<file path="src/common/bad_pkg.sv">
// Constants and types for the bus area decode and parity block
package bad_pkg;
    localparam logic [7:0] OFF_PARITY = 8'h00;
    localparam logic [7:0] OFF_REF_CTRL = 8'h04;
    localparam logic [7:0] OFF_REF_TCS = 8'h08;
    localparam logic [7:0] OFF_REF_CNT = 8'h0C;
    localparam logic [7:0] OFF_REF_CONST = 8'h10;
    localparam logic [7:0] OFF_BUS_CTRL = 8'h14;
    localparam logic [7:0] PW_REF_CTRL = 8'h5A;
    localparam logic [7:0] PW_REF_TCS = 8'hA5;
    localparam logic [7:0] PW_REF_CNT = 8'h69;
    localparam logic [7:0] PW_REF_CONST = 8'h96;
    localparam int PEF_BIT = 15;
    localparam int FORCE_BIT = 14;
    localparam int POL_BIT = 13;
    localparam int SPACE_HI = 12;
    localparam int SPACE_LO = 11;
    localparam logic [15:0] PARITY_RST = 16'h0000;
    localparam int DRAM_SPACE_ENABLE_BIT = 0;
    localparam int IOE_BIT = 1;
    localparam logic [7:0] BUS_CTRL_RST = 8'h00;
    localparam logic [7:0] REF_RST = 8'h00;
    localparam logic [7:0] REF_CONST_RST = 8'hFF;
    localparam int A_WIDTH = 27;
    localparam int A_AREA_HI = 26;
    localparam int A_AREA_LO = 24;
    localparam int A_PERIPH_W = 8;
    localparam int A_AREA6_W = 14;
    localparam logic [2:0] BOOT_EXT8 = 3'h0;
    localparam logic [2:0] BOOT_EXT16 = 3'h1;
    localparam logic [2:0] BOOT_ROM32 = 3'h2;
    localparam logic [1:0] PSP_DRAM = 2'h1;
    localparam logic [1:0] PSP_DRAM_A2 = 2'h2;
    localparam logic [2:0] AREA_0 = 3'h0;
    localparam logic [2:0] AREA_1 = 3'h1;
    localparam logic [2:0] AREA_2 = 3'h2;
    localparam logic [2:0] AREA_5 = 3'h5;
    localparam logic [2:0] AREA_6 = 3'h6;
    localparam logic [2:0] AREA_7 = 3'h7;
    localparam int CLK_PERIOD_NS = 20;
    localparam int BEAT_TIME_NS = 60;
    localparam logic [1:0] BEAT_CYC = 2'((BEAT_TIME_NS + CLK_PERIOD_NS - 1) / CLK_PERIOD_NS);

    typedef enum logic [1:0] {BW_8 = 2'h0, BW_16 = 2'h1, BW_32 = 2'h2} bad_width_e;
    typedef enum logic [1:0] {SZ_BYTE = 2'h0, SZ_WORD = 2'h1, SZ_LONG = 2'h2} bad_size_e;
    typedef enum logic [1:0] {ST_IDLE = 2'h0, ST_BEAT = 2'h1, ST_FINISH = 2'h3} bad_state_e;
endpackage : bad_pkg

</file>
<file path="src/common/bad_bus_if.sv">
// Carrier between the top, the area decoder and the parity unit
`timescale 1ns/10ps
interface bad_bus_if;
    import bad_pkg::*;
    logic [27:0] addr;
    logic [2:0] boot_mode, area;
    bad_width_e width;
    logic dram_en, mux_io_enable, external, dram_space, mux_io, polarity, force_high, par_en, par_bad;
    logic [7:0] cs_n;
    logic [15:0] gen_data, chk_data;
    logic [1:0] lanes, par_pin_in, par_out;

    modport dec (input addr, boot_mode, dram_en, mux_io_enable,
                 output area, width, external, cs_n, dram_space, mux_io);
    modport par (input gen_data, chk_data, lanes, polarity, force_high, par_en, par_pin_in,
                 output par_out, par_bad);
endinterface : bad_bus_if

</file>
<file path="src/rtl/bad_area_dec.sv">
// Area, width and chip select decode of a transfer address
`timescale 1ns/10ps
module bad_area_dec (
    bad_bus_if.dec bif
);
    import bad_pkg::*;
    logic a27;
    assign a27 = bif.addr[A_WIDTH];
    assign bif.area = bif.addr[A_AREA_HI:A_AREA_LO];

    always_comb begin
        bif.width = a27 ? BW_16 : BW_8;
        bif.external = 1'b1;
        bif.dram_space = 1'b0;
        bif.mux_io = 1'b0;
        case (bif.area)
            AREA_0: begin
                if (bif.boot_mode == BOOT_ROM32) begin
                    bif.width = BW_32;
                    bif.external = 1'b0;
                end else if (bif.boot_mode == BOOT_EXT16) begin
                    bif.width = BW_16;
                end else begin
                    bif.width = BW_8;
                end
            end
            AREA_1: bif.dram_space = bif.dram_en;
            AREA_5: begin
                if (!a27) begin
                    bif.external = 1'b0;
                    bif.width = bif.addr[A_PERIPH_W] ? BW_16 : BW_8;
                end
            end
            AREA_6: begin
                if (!a27) begin
                    bif.width = bif.addr[A_AREA6_W] ? BW_16 : BW_8;
                    bif.mux_io = bif.mux_io_enable;
                end
            end
            AREA_7: begin
                if (a27) begin
                    bif.width = BW_32;
                    bif.external = 1'b0;
                end
            end
            default: bif.external = 1'b1;
        endcase
    end

    always_comb begin
        bif.cs_n = 8'hFF;
        if (bif.external && !bif.dram_space && !bif.mux_io) begin
            bif.cs_n[bif.area] = 1'b0;
        end
    end
endmodule : bad_area_dec

</file>
<file path="src/rtl/bad_parity.sv">
// Per-lane parity generation and checking
`timescale 1ns/10ps
module bad_parity (
    bad_bus_if.par bif
);
    import bad_pkg::*;
    logic [1:0] lane_bad;

    for (genvar g = 0; g < 2; g++) begin : g_lane
        logic gen_bit;
        assign gen_bit = (^bif.gen_data[8*g+7:8*g]) ^ bif.polarity;
        assign bif.par_out[g] = bif.force_high | gen_bit;
        assign lane_bad[g] = bif.par_en & bif.lanes[g] &
            ((^bif.chk_data[8*g+7:8*g]) ^ bif.par_pin_in[g] ^ bif.polarity);
    end

    assign bif.par_bad = |lane_bad;
endmodule : bad_parity

</file>
<file path="src/rtl/bad_top.sv">
// Bus area decode, transfer splitting, parity and protected refresh registers
//
// Added by the designer: the APB interface to the registers and the register offsets.
`timescale 1ns/10ps
// Notes on behaviour
// - Parity control cleared only by power-on reset.
// - Bad parity sets error flag; read as one, then write zero clears.
// - Force bit drives the parity pin of each written lane high on output.
// - Polarity zero even, one odd, both directions.
// - Space field: none, DRAM, DRAM plus area 2, reserved.
// - Low eleven parity control bits read zero.
// - Refresh registers take only word writes.
// - Password 5A loads refresh control; A5 timer control/status.
// - Password 69 loads refresh counter; 96 refresh constant.
// - Wrong password leaves refresh register unchanged.
// - Refresh registers read by byte or word; upper byte zero.
// - Top four address bits ignored, never driven.
// - Bit 27 selects 8 or 16 bit bus by default.
// - Bits 26 to 24 pick one of eight areas and select.
// - Area 0 width and type follow boot mode pins.
// - Area 5 low half peripherals, width by bit 8; else 16-bit.
// - Area 6 low half width by bit 14; else 16-bit.
// - Area 7 is 32-bit on-chip RAM when bit 27 set, else 8-bit.
// - 8-bit bus on low lines; 16-bit byte on its lane.
// - Wide transfers split into two or four accesses.
// - DRAM enable makes area 1 DRAM space.
// - Mux I/O enable makes lower area 6 multiplexed I/O.
// - Area select low only for external accesses.
module bad_top (
    // Clock, reset, enable
    input wire logic pclk,
    input wire logic presetn,
    input wire logic pclk_en,
    input wire logic manual_reset,
    // APB slave
    input wire logic psel,
    input wire logic penable,
    input wire logic pwrite,
    input wire logic [7:0] paddr,
    input wire logic [31:0] pwdata,
    input wire logic [3:0] pstrb,
    output logic [31:0] prdata,
    output logic pready,
    output logic pslverr,
    // CPU transfer port
    input wire logic acc_req,
    input wire logic acc_write,
    input wire bad_pkg::bad_size_e acc_size,
    input wire logic [31:0] acc_addr,
    input wire logic [31:0] acc_wdata,
    output logic acc_busy,
    output logic acc_done,
    output logic [31:0] acc_rdata,
    output logic onchip_req,
    output logic [2:0] onchip_area,
    // External bus pins
    input wire logic [2:0] boot_mode_pins,
    output logic [27:0] ext_addr,
    output logic [7:0] area_selects_n,
    output logic dram_access,
    output logic mux_io_access,
    output logic ext_write,
    input wire logic [15:0] muxed_bus_lines_in,
    output logic [15:0] muxed_bus_lines_out,
    output logic [15:0] muxed_bus_lines_oe,
    input wire logic parity_pin_upper_in,
    output logic parity_pin_upper_out,
    output logic parity_pin_upper_oe,
    input wire logic parity_pin_lower_in,
    output logic parity_pin_lower_out,
    output logic parity_pin_lower_oe
);
    import bad_pkg::*;
    bad_bus_if bif ();
    bad_area_dec u_dec (.bif(bif));
    bad_parity u_par (.bif(bif));

    // Pin synchronisers
    logic [20:0] sync1_reg, sync2_reg;
    logic [15:0] bus_in;
    logic [2:0] boot_mode_s;
    logic [1:0] par_in;

    always_ff @(posedge pclk or negedge presetn) begin
        if (!presetn) begin
            sync1_reg <= '0;
            sync2_reg <= '0;
        end else if (pclk_en) begin
            sync1_reg <= {parity_pin_upper_in, parity_pin_lower_in, boot_mode_pins, muxed_bus_lines_in};
            sync2_reg <= sync1_reg;
        end
    end

    assign bus_in = sync2_reg[15:0];
    assign boot_mode_s = sync2_reg[18:16];
    assign par_in = sync2_reg[20:19];

    // Registers
    logic pef_reg, pef_armed_reg, force_high, polarity;
    logic [3:0] par_ctl_reg;
    logic [7:0] ref_ctrl_reg, ref_tcs_reg, ref_cnt_reg, ref_const_reg, bus_ctrl_reg;
    logic [31:0] prdata_reg;
    logic [1:0] psp;
    assign force_high = par_ctl_reg[FORCE_BIT - SPACE_LO];
    assign polarity = par_ctl_reg[POL_BIT - SPACE_LO];
    assign psp = par_ctl_reg[SPACE_HI - SPACE_LO:0];

    // APB decode
    function automatic logic reg_mapped(input logic [7:0] a);
        reg_mapped = (a == OFF_PARITY) || (a == OFF_REF_CTRL) || (a == OFF_REF_TCS) ||
                     (a == OFF_REF_CNT) || (a == OFF_REF_CONST) || (a == OFF_BUS_CTRL);
    endfunction : reg_mapped
    logic apb_setup, wr_fire, rd_fire, word_wr, pef_set, pef_clear;
    logic [31:0] rd_val;
    assign apb_setup = psel & ~penable;
    assign wr_fire = psel & penable & pwrite;
    assign rd_fire = psel & penable & ~pwrite;
    assign word_wr = pstrb[1] & pstrb[0];
    assign pready = 1'b1;
    assign pslverr = psel & penable & ~reg_mapped(paddr);
    assign prdata = prdata_reg;

    always_comb begin
        case (paddr)
            OFF_PARITY: rd_val = {16'h0000, pef_reg, par_ctl_reg, 11'h000};
            OFF_REF_CTRL: rd_val = 32'(ref_ctrl_reg);
            OFF_REF_TCS: rd_val = 32'(ref_tcs_reg);
            OFF_REF_CNT: rd_val = 32'(ref_cnt_reg);
            OFF_REF_CONST: rd_val = 32'(ref_const_reg);
            OFF_BUS_CTRL: rd_val = 32'(bus_ctrl_reg);
            default: rd_val = 32'h0000_0000;
        endcase
    end

    // Read data captured in the setup phase, zero-wait access phase
    always_ff @(posedge pclk or negedge presetn) begin
        if (!presetn) begin
            prdata_reg <= 32'h0000_0000;
        end else if (pclk_en && apb_setup) begin
            prdata_reg <= pwrite ? 32'h0000_0000 : rd_val;
        end
    end

    // Parity control fields; presetn is the power-on reset only
    always_ff @(posedge pclk or negedge presetn) begin
        if (!presetn) begin
            par_ctl_reg <= PARITY_RST[FORCE_BIT:SPACE_LO];
        end else if (pclk_en && wr_fire && paddr == OFF_PARITY && pstrb[1]) begin
            par_ctl_reg <= pwdata[FORCE_BIT:SPACE_LO];
        end
    end

    // Parity error flag with read-then-write-zero clear
    assign pef_clear = wr_fire && paddr == OFF_PARITY && pstrb[1] && !pwdata[PEF_BIT] && pef_armed_reg;

    always_ff @(posedge pclk or negedge presetn) begin
        if (!presetn) begin
            pef_reg <= PARITY_RST[PEF_BIT];
            pef_armed_reg <= 1'b0;
        end else if (pclk_en) begin
            if (pef_set) begin
                pef_reg <= 1'b1;
            end else if (pef_clear) begin
                pef_reg <= 1'b0;
            end
            if (rd_fire && paddr == OFF_PARITY && pef_reg) begin
                pef_armed_reg <= 1'b1;
            end else if (wr_fire && paddr == OFF_PARITY) begin
                pef_armed_reg <= 1'b0;
            end
        end
    end

    // Password-protected refresh registers
    always_ff @(posedge pclk or negedge presetn) begin
        if (!presetn) begin
            ref_ctrl_reg <= REF_RST;
            ref_tcs_reg <= REF_RST;
            ref_cnt_reg <= REF_RST;
            ref_const_reg <= REF_CONST_RST;
        end else if (pclk_en && wr_fire && word_wr) begin
            if (paddr == OFF_REF_CTRL && pwdata[15:8] == PW_REF_CTRL) begin
                ref_ctrl_reg <= pwdata[7:0];
            end
            if (paddr == OFF_REF_TCS && pwdata[15:8] == PW_REF_TCS) begin
                ref_tcs_reg <= pwdata[7:0];
            end
            if (paddr == OFF_REF_CNT && pwdata[15:8] == PW_REF_CNT) begin
                ref_cnt_reg <= pwdata[7:0];
            end
            if (paddr == OFF_REF_CONST && pwdata[15:8] == PW_REF_CONST) begin
                ref_const_reg <= pwdata[7:0];
            end
        end
    end

    always_ff @(posedge pclk or negedge presetn) begin
        if (!presetn) begin
            bus_ctrl_reg <= BUS_CTRL_RST;
        end else if (pclk_en && wr_fire && paddr == OFF_BUS_CTRL && pstrb[0]) begin
            bus_ctrl_reg <= {6'h00, pwdata[IOE_BIT], pwdata[DRAM_SPACE_ENABLE_BIT]};
        end
    end

    // Transfer sequencer
    function automatic logic [2:0] beat_count(input bad_width_e w, input bad_size_e s);
        beat_count = (s == SZ_LONG) ? ((w == BW_8) ? 3'h4 : (w == BW_16) ? 3'h2 : 3'h1) :
                     (s == SZ_WORD && w == BW_8) ? 3'h2 : 3'h1;
    endfunction : beat_count
    bad_state_e state_reg;
    bad_size_e size_reg;
    bad_width_e width_reg;
    logic we_reg, dram_reg, muxio_reg, par_en_reg, acc_done_reg, onchip_reg;
    logic accept, sample, drive, par_en_new;
    logic [27:0] addr_reg;
    logic [2:0] nb_reg, beat_reg, onchip_area_reg;
    logic [1:0] cyc_reg, lanes;
    logic [7:0] cs_n_reg, in_byte;
    logic [31:0] wshift_reg, rshift_reg, acc_rdata_reg;
    logic [15:0] beat_data;
    assign accept = state_reg == ST_IDLE && acc_req;
    assign sample = state_reg == ST_BEAT && cyc_reg == BEAT_CYC - 2'h1;
    assign drive = state_reg == ST_BEAT && we_reg;
    assign par_en_new = (psp == PSP_DRAM && bif.dram_space) ||
                        (psp == PSP_DRAM_A2 && (bif.dram_space || bif.area == AREA_2));

    // Byte lanes of the current beat
    always_comb begin
        lanes = 2'b01;
        beat_data = {wshift_reg[31:24], wshift_reg[31:24]};
        if (width_reg == BW_16) begin
            if (size_reg == SZ_BYTE) begin
                lanes = addr_reg[0] ? 2'b01 : 2'b10;
            end else begin
                lanes = 2'b11;
                beat_data = wshift_reg[31:16];
            end
        end
    end

    assign in_byte = (lanes == 2'b10) ? bus_in[15:8] : bus_in[7:0];

    always_ff @(posedge pclk or negedge presetn) begin
        if (!presetn) begin
            state_reg <= ST_IDLE;
            we_reg <= 1'b0;
            size_reg <= SZ_BYTE;
            width_reg <= BW_8;
            addr_reg <= '0;
            nb_reg <= 3'h1;
            beat_reg <= 3'h0;
            cyc_reg <= 2'h0;
            cs_n_reg <= 8'hFF;
            dram_reg <= 1'b0;
            muxio_reg <= 1'b0;
            par_en_reg <= 1'b0;
            wshift_reg <= '0;
            rshift_reg <= '0;
            onchip_reg <= 1'b0;
            onchip_area_reg <= 3'h0;
        end else if (pclk_en) begin
            onchip_reg <= 1'b0;
            if (manual_reset) begin
                state_reg <= ST_IDLE;
            end else begin
                case (state_reg)
                    ST_IDLE: begin
                        if (accept) begin
                            we_reg <= acc_write;
                            size_reg <= acc_size;
                            width_reg <= bif.width;
                            addr_reg <= acc_addr[27:0];
                            nb_reg <= beat_count(bif.width, acc_size);
                            beat_reg <= 3'h0;
                            cyc_reg <= 2'h0;
                            cs_n_reg <= bif.cs_n;
                            dram_reg <= bif.dram_space;
                            muxio_reg <= bif.mux_io;
                            par_en_reg <= par_en_new;
                            rshift_reg <= '0;
                            case (acc_size)
                                SZ_BYTE: wshift_reg <= {acc_wdata[7:0], 24'h00_0000};
                                SZ_WORD: wshift_reg <= {acc_wdata[15:0], 16'h0000};
                                default: wshift_reg <= acc_wdata;
                            endcase
                            if (bif.external) begin
                                state_reg <= ST_BEAT;
                            end else begin
                                state_reg <= ST_FINISH;
                                onchip_reg <= 1'b1;
                                onchip_area_reg <= bif.area;
                            end
                        end
                    end
                    ST_BEAT: begin
                        cyc_reg <= cyc_reg + 2'h1;
                        if (sample) begin
                            cyc_reg <= 2'h0;
                            if (lanes == 2'b11) begin
                                rshift_reg <= {rshift_reg[15:0], bus_in};
                                wshift_reg <= {wshift_reg[15:0], 16'h0000};
                            end else begin
                                rshift_reg <= {rshift_reg[23:0], in_byte};
                                wshift_reg <= {wshift_reg[23:0], 8'h00};
                            end
                            if (beat_reg == nb_reg - 3'h1) begin
                                state_reg <= ST_FINISH;
                            end else begin
                                beat_reg <= beat_reg + 3'h1;
                                addr_reg <= addr_reg + ((width_reg == BW_16) ? 28'h000_0002 : 28'h000_0001);
                            end
                        end
                    end
                    ST_FINISH: state_reg <= ST_IDLE;
                    default: state_reg <= ST_IDLE;
                endcase
            end
        end
    end

    // Completion and returned data
    always_ff @(posedge pclk or negedge presetn) begin
        if (!presetn) begin
            acc_done_reg <= 1'b0;
            acc_rdata_reg <= 32'h0000_0000;
        end else if (pclk_en) begin
            acc_done_reg <= state_reg == ST_FINISH && !manual_reset;
            if (state_reg == ST_FINISH) begin
                acc_rdata_reg <= we_reg ? 32'h0000_0000 : rshift_reg;
            end
        end
    end

    // Parity unit and decoder hookup
    assign bif.addr = acc_addr[27:0];
    assign bif.boot_mode = boot_mode_s;
    assign bif.dram_en = bus_ctrl_reg[DRAM_SPACE_ENABLE_BIT];
    assign bif.mux_io_enable = bus_ctrl_reg[IOE_BIT];
    assign bif.gen_data = beat_data;
    assign bif.chk_data = bus_in;
    assign bif.lanes = lanes;
    assign bif.polarity = polarity;
    assign bif.force_high = force_high;
    assign bif.par_en = par_en_reg;
    assign bif.par_pin_in = par_in;
    assign pef_set = sample && !we_reg && bif.par_bad;

    // Outputs
    assign acc_busy = state_reg != ST_IDLE;
    assign acc_done = acc_done_reg;
    assign acc_rdata = acc_rdata_reg;
    assign onchip_req = onchip_reg;
    assign onchip_area = onchip_area_reg;
    assign ext_addr = addr_reg;
    assign area_selects_n = (state_reg == ST_BEAT) ? cs_n_reg : 8'hFF;
    assign dram_access = state_reg == ST_BEAT && dram_reg;
    assign mux_io_access = state_reg == ST_BEAT && muxio_reg;
    assign ext_write = drive;
    assign muxed_bus_lines_out = beat_data;
    assign muxed_bus_lines_oe = {{8{drive & lanes[1]}}, {8{drive & lanes[0]}}};
    assign parity_pin_upper_out = bif.par_out[1];
    assign parity_pin_lower_out = bif.par_out[0];
    assign parity_pin_upper_oe = drive & lanes[1] & (par_en_reg | force_high);
    assign parity_pin_lower_oe = drive & lanes[0] & (par_en_reg | force_high);
endmodule : bad_top

</file>
<file path="config.mk">
export PLATFORM = sky130hd
export DESIGN_NAME = bad_top
export DESIGN_NICKNAME = d
export VERILOG_FILES = /design/src/common/bad_pkg.sv /design/src/common/bad_bus_if.sv /design/src/rtl/bad_area_dec.sv /design/src/rtl/bad_parity.sv /design/src/rtl/bad_top.sv
export SDC_FILE = /design/constraint.sdc
export NUM_CORES = 1
export LEC_CHECK = 0
export ABC_CLOCK_PERIOD_IN_PS = 3300
export BUFFER_PORTS_ARGS = -buffer_cell sky130_fd_sc_hd__buf_2
export CAP_MARGIN = 0
export CORE_MARGIN = 2
export CORE_UTILIZATION = 30
export DETAILED_ROUTE_END_ITERATION = 10
export GPL_TIMING_DRIVEN = 0
export SLEW_MARGIN = 20
export SYNTH_ARGS = -nofsm -noshare
export SYNTH_HDL_FRONTEND = slang
export SYNTH_HIERARCHICAL = 1
export SYNTH_SLANG_ARGS = --single-unit
</file>
<file path="constraint.sdc">
create_clock -name pclk -period 3.3 [get_ports pclk]
set_clock_uncertainty 0.05 [all_clocks]
set_input_delay 0.825 -clock pclk [delete_from_list [all_inputs] [get_ports pclk]]
set_output_delay 0.825 -clock pclk [all_outputs]
set_load 0.01 [all_outputs]
</file>
## Word-level counts from Yosys, hierarchy flattened

Cells that the tools add are included.

| word-level totals | value |
|---|---|
| register bits | 269 |
| input port bits | 140 |
| output and inout port bits | 147 |

| cells by class | value |
|---|---|
| $add $sub $neg | 4 |
| $lt $le $gt $ge | 2 |
| equal/unequal tests | 34 |
| mux-type cells | 68 |
| bitwise logic cells | 29 |
| reduce and logical (&&, ||, !) cells | 71 |

Operator list:

| operator | count |
|---|---|
| 32-bit 2-to-1 mux | 8 |
| 32-bit one-hot mux with 2 select lines | 3 |
| 16-bit one-hot mux with 6 select lines | 1 |
| 28-bit 2-to-1 mux | 3 |
| 28-bit one-hot mux with 2 select lines | 1 |
| 8-bit 2-to-1 mux | 5 |
| 2-bit 2-to-1 mux | 17 |
| 8-bit XOR reduction | 4 |
| 1-bit logical AND | 31 |
| 28-bit by 2-bit adder with 28-bit output | 1 |
| 1-bit 2-to-1 mux | 19 |
| 8-bit by 4-bit == test with 1-bit output, second input constant | 2 |
| 8-bit by 5-bit == test with 1-bit output, second input constant | 2 |
| 8-bit by 7-bit == test with 1-bit output, second input constant | 2 |
| 8-bit == test, second input constant | 2 |
| 3-bit 2-to-1 mux | 5 |
| 1-bit bitwise AND | 14 |
| 2-bit AND reduction | 7 |
| 2-bit == test, second input constant | 6 |
| 4-bit AND reduction | 3 |
| 2-bit by 1-bit == test with 1-bit output, second input constant | 5 |
| 5-bit AND reduction | 2 |
| 3-bit == test, second input constant | 3 |
| 8-bit by 3-bit == test with 1-bit output, second input constant | 1 |
| 28 further kinds | 61 |

## Longest topological paths before layout

Gate-level depths: netlist of run 1.

| logic depth | value |
|---|---|
| depth after elaboration | 9 |
| mapped depth | 11 |
| gate-level depth less buffers | 8 |

## By module

Netlist of run 1, hierarchy kept.

Modules (own cells, without submodules):

| module | instances | cells each | area an instance (um^2) |
|---|---|---|---|
| bad_top | 1 | 1,251 | 12,369.4 |
| bad_parity | 1 | 36 | 349.1 |
| bad_area_dec | 1 | 32 | 234.0 |

## Worst setup path after synthesis of run 1

Ideal clock, no wire load.

| timing | value |
|---|---|
| path kind | register to output |
| from | reg width_reg[1] |
| to | out parity_pin_lower_out |
| data arrival time | 2.451 ns |
| required time | 2.425 ns |
| path slack | -0.026 ns |
| stages on the path, launching flop included | 12 |
| path buffers | 3 |
| path through | dfrtp_1 > nand2b_1 > clkbuf_1 > nor2_1 > clkbuf_1 > clkbuf_1 > nand2_1 > nand2_1 > xor2_1 > xnor3_1 > xnor2_1 > nand2b_1 |

| on the way | value |
|---|---|
| cells in the longest elaborated chain, start to end | 5 |

Ends and longest elaborated chain:

| element | RTL line | RTL |
|---|---|---|
| start, declared | bad_top.sv:212 | `bad_width_e width_reg;` |
| start signal, assigned | bad_top.sv:271 | `width_reg <= bif.width;` |
| 2-bit by 1-bit == test with 1-bit output | bad_top.sv:231 | `if (width_reg == BW_16) begin` |
| 8-bit 2-to-1 mux | bad_top.sv:231 |  |
| via muxed_bus_lines_out[2] | bad_top.sv:64 | `output logic [15:0] muxed_bus_lines_out,` |
| 8-bit XOR reduction | bad_parity.sv:11 | `assign gen_bit = (^bif.gen_data[8*g+7:8*g]) ^ bif.polarity;` |
| 1-bit XOR | bad_parity.sv:11 |  |
| 1-bit OR | bad_parity.sv:12 | `assign bif.par_out[g] = bif.force_high \| gen_bit;` |
| end, declared | bad_top.sv:70 | `output logic parity_pin_lower_out,` |

The timed path passes the listed nets, and every way through them passes these cells.

## Final worst setup path of run 1

| timing | value |
|---|---|
| from | reg width_reg[1] |
| to | out parity_pin_lower_out |

| on the way | value |
|---|---|
| cells in the longest elaborated chain, start to end | 5 |

Ends and longest elaborated chain:

| element | RTL line |
|---|---|
| 2-bit by 1-bit == test with 1-bit output | bad_top.sv:231 |
| 8-bit 2-to-1 mux | bad_top.sv:231 |
| 8-bit XOR reduction | bad_parity.sv:11 |
| 1-bit XOR | bad_parity.sv:11 |
| 1-bit OR | bad_parity.sv:12 |

No other way between the ends.

==> results of run 1 <==
## area by class of cell
class | instances | area, µm²
Clock buffer | 46 | 912
Fill cell | 4296 | 26400
Inverter | 14 | 52.6
Antenna cell | 5 | 12.5
Multi-Input combinational cell | 941 | 6120
Clock inverter | 10 | 158
Buffer | 127 | 717
Timing Repair Buffer | 268 | 1480
Tap cell | 585 | 732
Sequential cell | 250 | 6280
## repair_timing
action                                  in CTS  in global routing
gates resized for setup                     35                 12
cloned                                       1                  0
setup buffers                               13                  8
endpoints found under the setup margin      45                 20
pin swaps                                    7                  7
## power by group through the flow
| stage | logic (mW) | registers (mW) | clock network [mW] |
|---|---|---|---|
| 6_report | 3.31 | 4.13 | 3.53 |
| 5_1_grt | 3.64 | 4.20 | 3.76 |
| 4_1_cts | 3.27 | 4.11 | 3.62 |
| 3_5_place_dp | 3.08 | 4.14 | 0 |
| 3_3_place_gp | 3.02 | 4.14 | 0 |
| 2_1_floorplan | 1.96 | 4.05 | 0 |
## stage by stage
step | hold slack [ps] | instances | util [%] | setup TNS, ps
after global routing | 279 | 2242 | 38.4 | -1300
after floorplan | 386 | 1337 | - | 0
after detailed placement | 396 | 2168 | 35.1 | -4340
after global placement | 397 | 2165 | 34.9 | -789140
after CTS | 257 | 2234 | 38.2 | -172
final | 261 | 2246 | 38.4 | -113
## Yosys cell counts (all sizes together) (4+ instances only)
cell type,instances,share of area [%]
and3,8,0.39
xor2,6,0.41
or3,5,0.24
o21ai,78,3.0
nand4,16,0.77
nor3b,4,0.31
dfrtp,233,45
a31oi,5,0.24
a22oi,19,1.1
xnor2,26,1.8
and2,9,0.43
nor2b,12,0.58
mux2i,24,1.9
nor2,43,1.2
nand3,16,0.62
xnor3,4,0.70
a211oi,14,0.81
a221oi,10,0.72
a22o,38,2.6
clkbuf,73,2.1
mux2,83,7.2
nand2b,49,2.4
or2,4,0.19
nor3,12,0.46
inv,14,0.41
buf,59,3.2
a21o,19,1.1
a21oi,52,2.0
nand3b,6,0.35
o22ai,19,0.92
nor4,8,0.62
a311oi,18,1.2
nand2,260,7.5
dfstp,17,3.4
## logic make-up (layout without fill, tap and decap cells)
family                     after synthesis  count (layout)  share of synthesized area, %
AOI/OAI and AO/OA                      307             307                          16.1
muxes                                  107             107                          9.07
buffers and inverters                  146             465                          5.73
and+or+nand+nor                        467             467                          17.2
DFF                                    250             250                          48.5
xor gates and xnor gates                37              37                          3.04
other                                    2              25                        0.0580
adders and majority gates                3               3                         0.290
## worst max-delay path by stage
stage,end,cells past startpoint,start
floorplan,parity_pin_lower_out,11,width_reg[1]
detailed placement,parity_pin_lower_out,12,width_reg[1]
global route,parity_pin_lower_out,10,width_reg[1]
finish,parity_pin_lower_out,10,width_reg[1]
CTS,parity_pin_lower_out,11,width_reg[1]
global placement,ref_ctrl_reg[2],1,presetn
## worst max-delay path, cell delays in order, from the launching register on
cell,delay [ps]
dfrtp_2,440
nand2b_4,160
nor2_4,140
clkbuf_16,160
nand2_2,50
nand2_2,100
xor2_1,150
xnor3_1,410
xnor2_1,160
nand2b_1,70
buf_2,140
## layer usage
metal,global-route usage (%),vias to the layer above
met2,30.7,379
met4,4.83,6
met5,0,-
met1,24.4,5414
li1,-,5266
met3,3.31,74
==> key figures, run 1 <==
Routing
  • Post-route ant nets: 0
  • Via density: around 5.0
  • DRT iter0 DRCs: between 800 and 900
  • # DRC: 0
  • Vias: between 10,000 and 15,000
  • WL met3: 2.45 mm
  • Wire per inst: between 15 and 20 µm
  • Final Routed Wirelength: between 40 and 50 mm
  • Metal2 WL: just under 20 mm
  • Drt first pass iters: 7
  • M1 WL: 18.4 mm
  • Max Used Layer: met5

Timing
  • Final hold viol count: 0
  • Least-Margin Pin Slew: between 1000 and 1500 ps
  • Final worst setup slack: -113 ps
  • Max Clk Rate: approximately 290 MHz
  • Min cycle time layout: approximately 3400 ps
  • Slew HR: 31.0%
  • Final period util: 103%
  • Final setup fails: 1
  • Pins Over Slew Limit: 0
  • RSZ-0062 raised after global routing: true

CTS
  • Clock buffer depth: 3
  • Clk Tree Root Cell: clkbuf_16
  • Clock latency on the worst-skew pair: ~560 ps
  • Clock sinks: 250
  • TritonCTS Buffers: 30
  • CTS hold repair buffers: 0
  • CTS tree: built
  • H-tree levels: 1
  • Clk slew on worst S/H paths: about 60 ps

Global routing
  • Largest net degree at the start of global routing: 98
  • Grt total ovfl: 0
  • Initial antenna violation count: 7
  • First-pass GRT wire length: roughly 64 mm
  • Vias in the first global route: 11,100
  • Total Routing Usage GR: between 10% and 20%

Power
  • Net switching share of the total power: 33.3%
  • Combinational Power Share: a little under a third
  • Leakage: roughly 7.6 nW
  • P per Cell Area: between 600 and 700 nW/µm²
  • Total power: approximately 11 mW
  • Clock share of power: between 30% and 40%
  • IR drop worst, VDD: around 440 µV
  • Psw: between 3 and 4 mW
  • Reg power frac: ~38%
  • Int Power: 7.32 mW

Logic synthesis
  • Post-synth EDFFs: 0
  • Top FF cell, synth: dfrtp_1
  • Synth warn: 6
  • Mean Syn Cell Area: between 9 and 10 µm²
  • Synth unique cells: 75
  • Mapped Area: between 10,000 and 15,000 µm²
  • Post-synthesis sequential area ratio: approximately 48%
  • Asr flop ratio synth: between 90% and 100%
  • Post-Syn Instances: between 1,000 and 1,500
  • Flops & latches, synth: 250

Status
  • Status: finished, violations left
  • Violated checks: negative setup slack

Place
  • Post-DP Area: 15,100 µm²
  • Place WS: -718 ps
  • Final Wtd Congestion: approximately 0.91
  • # port buffers: between 200 and 250
  • DP HPWL: 31.1 mm

Setup path
  • R2r worst-path depth: 8
  • WS Path Type: reg2out
  • Critical path arrival: around 2500 ps
  • WP data required: roughly 2400 ps
  • Critical path endpoint category: output port
  • Worst reg-to-reg setup slack: roughly 300 ps
  • Reg2reg end: ext_addr[5]
  • Startpoint Class: register
  • Origin of the critical flop-to-flop path: nb_reg[0]
  • Crit Path Max Fanout: 7

Floorplanning
  • Cell row count: between 70 and 80
  • Core area: approximately 43,000 µm²
  • Ports: ~290
  • Die ar.: 44,900 µm²
  • Die Width: between 200 and 250 µm
  • Vert. Die Dim: ~210 µm
  • Initial Util: 30.2%

Finish
  • P&R area growth vs syn: 27.1%
  • Final std cell area, no fill: ~16,000 µm²
  • Layout cell share with drive strength beyond 1: 31.0%
  • Most frequent cells in the layout: nand2_1 (250), buf_2 (250), dfrtp_1 (230)
  • Final layout net count: 1,775

Run
  • Max Cap Viol: 0

Worst hold path
  • Min-Delay Path Class: in2async
Note: power is estimated with default switching activity, not from simulation.
==> run 2: changes to the inputs <==
--- a/config.mk
+++ b/config.mk
@@ -8,10 +8,13 @@
 export ABC_CLOCK_PERIOD_IN_PS = 3300
 export BUFFER_PORTS_ARGS = -buffer_cell sky130_fd_sc_hd__buf_2
 export CAP_MARGIN = 0
+export CELL_PAD_IN_SITES_DETAIL_PLACEMENT = 1
+export CELL_PAD_IN_SITES_GLOBAL_PLACEMENT = 2
 export CORE_MARGIN = 2
 export CORE_UTILIZATION = 30
 export DETAILED_ROUTE_END_ITERATION = 10
 export GPL_TIMING_DRIVEN = 0
+export PLACE_DENSITY_LB_ADDON = 0.1
 export SLEW_MARGIN = 20
 export SYNTH_ARGS = -nofsm -noshare
 export SYNTH_HDL_FRONTEND = slang
==> key figures, run 2 (same netlist as run 1, synthesis figures left out) <==
Status
  • Status: finished, violations left
  • Violated checks: negative setup slack

Global routing
  • Initial antenna violation count: 6 (-1)
  • First-pass GRT wire length: 72.1 mm (+13%)
  • Largest net degree at the start of global routing: 90 (-8.2%)
  • Grt total ovfl: 0 (unchanged)
  • Vias in the first global route: 11,800 (+6.5%)
  • Total Routing Usage GR: 21.2% (+2.8 points)

CTS
  • Clk Tree Root Cell: clkbuf_16
  • H-tree levels: 2 (+1)
  • Clock sinks: 250 (unchanged)
  • Clock buffer depth: 3 (unchanged)
  • CTS tree: built
  • Clock latency on the worst-skew pair: 530 ps (-30 ps)
  • Clk slew on worst S/H paths: 60 ps (about the same)
  • CTS hold repair buffers: 0 (unchanged)
  • TritonCTS Buffers: 34 (+13%)

Setup path
  • Startpoint Class: register
  • Crit path largest cell delay: 420 ps (-20 ps)
  • Number of cells on the critical path: 10 (unchanged)
  • Critical path arrival: 2540 ps (about the same)
  • Slowest CP cell: dfrtp_1
  • Reg2reg end: ext_addr[17]
  • Ordered cell list for the critical path: nand2b_4, nor2_4, clkbuf_16, nand2_2, nand2_2, xor2_2, xnor3_1, xnor2_1, nand2b_1, buf_2
  • CP delay by family, top: XOR/XNOR gates
  • Crit path from: width_reg[1]
  • CP Buf/Inv Count: 2 (unchanged)
  • R2r worst-path depth: 8 (unchanged)
  • Worst path most repeated cell: nand2_2
  • Critical path endpoint category: output port
  • Setup crit end: parity_pin_lower_out
  • WS Path Type: reg2out
  • Crit Path Max Fanout: 7 (unchanged)
  • Worst reg-to-reg setup slack: 210 ps (-90 ps)
  • WP data required: 2420 ps (about the same)
  • Origin of the critical flop-to-flop path: nb_reg[0]

Finish
  • Most frequent cells in the layout: buf_2 (251), nand2_1 (246), dfrtp_1 (231)
  • Final layout net count: 1,773 (-0.11%)
  • Layout cell share with drive strength beyond 1: 30.9% (-0.065 points)
  • # diodes: 0 (-5)
  • Final std cell area, no fill: 16,500 µm² (about the same)
  • Total of fill cells in the finished design: 4,934 (+15%)
  • Commonest non-fill, non-tap cell in the layout: buf_2
  • P&R area growth vs syn: 27.2% (about the same)

Floorplanning
  • Die ar.: 44,900 µm² (unchanged)
  • Cell row count: 76 (unchanged)
  • Die Width: 212 µm (unchanged)
  • Core area: 42,900 µm² (unchanged)
  • Vert. Die Dim: 212 µm (unchanged)
  • Initial Util: 30.2% (unchanged)
  • Ports: 287 (unchanged)

Timing
  • Final period util: 104% (+0.17 points)
  • Min cycle time layout: 3420 ps (+5.75 ps)
  • Least-Margin Pin Slew: 1120 ps (+85.9 ps)
  • Min Hold Slack: 224 ps (-36.7 ps)
  • Final hold viol count: 0 (unchanged)
  • Pins Over Slew Limit: 0 (unchanged)
  • Final worst setup slack: -119 ps (-5.75 ps)
  • RSZ-0062 raised after global routing: true
  • Final setup fails: 1 (unchanged)
  • Max Clk Rate: 293 MHz (-0.17%)
  • Slew HR: 25.2% (-5.7 points)

Routing
  • Wire per inst: 21.0 µm (+13%)
  • Final Routed Wirelength: 47.0 mm (+13%)
  • # DRC: 0 (unchanged)
  • DRT iter0 DRCs: 453 (-46%)
  • Drt first pass iters: 4 (-3)
  • Via density: 5.00 (+0.85%)
  • Vias: 11,200 (+0.49%)
  • Post-route ant nets: 0 (unchanged)

Place
  • Post-DP Area: 15,000 µm² (-0.15%)
  • Final Wtd Congestion: 0.825 (-9.7%)
  • DP HPWL: 34.7 mm (+11%)
  • Place WS: -792 ps (-74.0 ps)
  • # port buffers: 243 (unchanged)

Worst hold path
  • Min-Delay Path Class: in2async

Power
  • IR drop worst, VDD: 276 µV (-37%)
  • Leakage: 7.60 nW (unchanged)
  • P per Cell Area: 687 nW/µm² (+3.1%)

Run
  • Max Cap Viol: 0 (unchanged)
==> run 2: layout make-up <==
class                      count  area, µm²  share of cell area [%]
clock buffer                  53       1040                    6.33
multi-input combinational    941       6150                    37.4
tap                          585        732                    4.44
clock inverter                 6       87.6                   0.532
inverter                      14       52.6                   0.319
sequential                   250       6280                    38.1
timing repair buffer         261       1400                    8.51
buffer                       128        721                    4.38
==> run 2: layer usage <==
| metal | GRT usage [%] | routed length, µm |
|---|---|---|
| met1 | 27.6 | 20700 |
| met4 | 6.39 | 1130 |
| met5 | 0 | 69 |
| met2 | 36.0 | 23000 |
| met3 | 3.56 | 2030 |
==> run 2: worst min-delay path by stage <==
stage / cells past startpoint / startpoint / end / slack [ps]
2_1_floorplan: 2 / cs_n_reg[0] / cs_n_reg[0] / 390
3_3_place_gp: 2 / cs_n_reg[3] / cs_n_reg[3] / 400
3_5_place_dp: 2 / cs_n_reg[1] / cs_n_reg[1] / 400
4_1_cts: 1 / presetn / sync1_reg[0] / 230
5_1_grt: 1 / presetn / sync1_reg[0] / 250
6_report: 1 / presetn / sync1_reg[0] / 220
==> run 2: per-stage QoR <==
| stage | cells | utilization, % | TNS [ps] | total power [mW] |
|---|---|---|---|---|
| after floorplan | 1337 | - | 0 | 6.01 |
| after global placement | 2165 | 34.9 | -880060 | 7.29 |
| after detailed placement | 2167 | 35.1 | -7820 | 7.35 |
| after CTS | 2235 | 38.2 | -138 | 11.4 |
| after global routing | 2238 | 38.4 | -187 | 12.0 |
| final | 2238 | 38.4 | -119 | 11.3 |
==> run 2: repair_timing <==
item | 4_1_cts | 5_1_grt
gates resized for setup | 38 | 15
gates cloned | 1 | 0
pin swaps | 9 | 11
endpoints found under the setup margin | 37 | 15
buffers inserted | 11 | 5
==> run 2: report_power, final <==
group	switching, mW	total, mW	internal [mW]
Combinational	1.84	3.40	1.56
Clock	1.44	3.76	2.32
Sequential	0.592	4.15	3.56
==> run 3: changes to the inputs <==
--- a/config.mk
+++ b/config.mk
@@ -15,6 +15,8 @@
 export DETAILED_ROUTE_END_ITERATION = 10
 export GPL_TIMING_DRIVEN = 0
 export PLACE_DENSITY_LB_ADDON = 0.1
+export RECOVER_POWER = 50
+export SETUP_SLACK_MARGIN = 0.4
 export SLEW_MARGIN = 20
 export SYNTH_ARGS = -nofsm -noshare
 export SYNTH_HDL_FRONTEND = slang
==> key figures, run 3 (same netlist as run 1, synthesis figures left out) <==
Status
  • Status: finished, violations left
  • Violated checks: max-capacitance violations, max-slew violations, negative setup slack

Global routing
  • First-pass GRT wire length: 73.7 mm (+2.1%)
  • Layer with the highest usage: met2
  • Grt total ovfl: 0 (unchanged)
  • Met3 Track Usage GR: 2.89% (-0.67 points)
  • Largest net degree at the start of global routing: 87 (-3.3%)
  • GRT met2 Usage: 37.2% (+1.3 points)
  • Vias in the first global route: 12,200 (+3.1%)
  • Met1 GRT Util: 28.1% (+0.57 points)
  • Initial antenna violation count: 4 (-2)
  • Total Routing Usage GR: 21.6% (+0.41 points)

Power
  • IR drop worst, VDD: 343 µV (+24%)
  • P per Cell Area: 679 nW/µm² (-1.1%)
  • Total power: 11.3 mW (about the same)
  • Leakage: 7.65 nW (+0.57%)

Routing
  • Post-route ant nets: 0 (unchanged)
  • Final Routed Wirelength: 47.8 mm (+1.8%)
  • Via density: 4.99 (-0.19%)
  • DRT iter0 DRCs: 666 (+47%)
  • Wire per inst: 21.2 µm (+0.94%)
  • Drt first pass iters: 5 (+1)
  • Vias: 11,300 (+0.66%)
  • # DRC: 0 (unchanged)

Run
  • Max Cap Viol: 1 (+1)

CTS
  • CTS hold repair buffers: 0 (unchanged)
  • TritonCTS Buffers: 34 (unchanged)
  • Clock sinks: 250 (unchanged)
  • H-tree levels: 2 (unchanged)
  • Clk Tree Root Cell: clkbuf_16
  • Clock latency on the worst-skew pair: 530 ps (about the same)
  • CTS tree: built
  • Clock buffer depth: 3 (unchanged)
  • Clk slew on worst S/H paths: 60 ps (about the same)

Setup path
  • Critical path endpoint category: output port
  • Startpoint Class: register
  • CP Buf/Inv Count: 5 (+3)
  • Worst reg-to-reg setup slack: 300 ps (+90 ps)
  • Origin of the critical flop-to-flop path: state_reg[1]
  • Crit path from: width_reg[1]
  • WS Path Type: reg2out
  • Critical path arrival: 2670 ps (+130 ps)
  • Slowest CP cell: xnor3_1
  • R2r worst-path depth: 6 (-2)
  • Number of cells on the critical path: 13 (+3)
  • Setup crit end: parity_pin_lower_out
  • Crit path largest cell delay: 430 ps (about the same)
  • CP delay by family, top: XOR/XNOR gates
  • Worst path most repeated cell: buf_8
  • Ordered cell list for the critical path: nand2b_4, buf_8, nor2_4, buf_8, clkbuf_16, buf_8, nand2_4, nand2_4, xnor2_2, xnor3_1, xnor2_1, nand2b_1, buf_2
  • Reg2reg end: ext_addr[7]
  • Crit Path Max Fanout: 4 (-3)
  • WP data required: 2420 ps (about the same)

Timing
  • Max Clk Rate: 282 MHz (-3.5%)
  • Slew HR: -42.2% (-67 points)
  • Final hold viol count: 0 (unchanged)
  • Final worst setup slack: -243 ps (-124 ps)
  • Min cycle time layout: 3540 ps (+124 ps)
  • Setup TNS: -261 ps (-142 ps)
  • Least-Margin Pin Slew: 2130 ps (+1010 ps)
  • Pins Over Slew Limit: 84 (+84)
  • RSZ-0062 raised after global routing: true
  • Final period util: 107% (+3.8 points)
  • Final setup fails: 3 (+2)

Finish
  • Commonest non-fill, non-tap cell in the layout: nand2_1
  • Most frequent cells in the layout: nand2_1 (244), buf_2 (232), dfrtp_1 (230)
  • Final Util: 38.9% (+0.44 points)
  • Total of fill cells in the finished design: 4,883 (-1.0%)
  • # diodes: 0 (unchanged)
  • Final std cell area, no fill: 16,700 µm² (+1.2%)
  • Final layout net count: 1,791 (+1.0%)
  • Layout cell share with drive strength beyond 1: 31.5% (+0.61 points)
  • P&R area growth vs syn: 28.6%

Floorplanning
  • Core area: 42,900 µm² (unchanged)
  • Ports: 287 (unchanged)
  • Die Width: 212 µm (unchanged)
  • Initial Util: 30.2% (unchanged)
  • Cell row count: 76 (unchanged)
  • Die ar.: 44,900 µm² (unchanged)
  • Vert. Die Dim: 212 µm (unchanged)

Worst hold path
  • Hold Crit Depth: 2
  • Min-Delay Path Class: reg2reg

Place
  • Post-DP Area: 15,100 µm² (+0.44%)
  • Final Wtd Congestion: 0.817 (-0.99%)
  • DP HPWL: 35.0 mm (+0.80%)
  • # port buffers: 243 (unchanged)
run 3: changes by cell type in the layout (fill, tap and decap cells not counted), sizes merged:
cell           previous run  this run
buf                     320       321
bufinv                    2         0
clkbuf                  122       139
clkdlybuf4s18             0         1
clkinv                    3         4
clkinvlp                  0         1
run 3: metrics by stage:
stage	setup WS, ps	instances	hold WS [ps]
final	-243	2257	409
after CTS	-289	2244	265
after detailed placement	-470	2168	398
after global placement	-3650	2165	394
after floorplan	402	1337	386
after global routing	-394	2257	426
run 3: power breakdown:
part           internal [mW]  switching (mW)
clock network           2.13            1.43
registers               3.56           0.610
logic                   1.71            1.88
total                   7.40            3.92
run 3: worst min-delay path, delay by kind of cell (launching register included):
kind | cells | cell delay, ps
simple gates | 2 | 100
flops | 1 | 360
run 3: area by class of cell:
type | count | area, µm² | share of cell area, %
sequential | 250 | 6280 | 37.7
clock inverter | 6 | 36.3 | 0.218
buffer | 132 | 805 | 4.83
tap | 585 | 732 | 4.39
clock buffer | 54 | 1030 | 6.17
timing repair buffer | 275 | 1510 | 9.08
inverter | 14 | 52.6 | 0.315
multi-input combinational | 941 | 6220 | 37.3
run 3: worst min path at each step:
stage,startpoint,to,slack (ps)
after global placement,cs_n_reg[7],cs_n_reg[7],390
after detailed placement,cs_n_reg[6],cs_n_reg[6],400
after floorplan,cs_n_reg[0],cs_n_reg[0],390
final,cs_n_reg[0],cs_n_reg[0],410
after CTS,presetn,sync1_reg[13],270
after global routing,cs_n_reg[6],cs_n_reg[6],430
run 3: repair_timing:
| item | CTS | global route |
|---|---|---|
| setup buffers | 16 | 13 |
| pin swaps | 11 | 14 |
| endpoints found under the setup margin | 71 | 84 |
| resized for setup | 54 | 36 |
run 3: per-layer routing:
layer	part of all wire, %	vias to the layer above
li1	-	5281
met1	44	5686
met2	50	221
met4	2.4	6
met3	3.3	74
met5	0.079	-
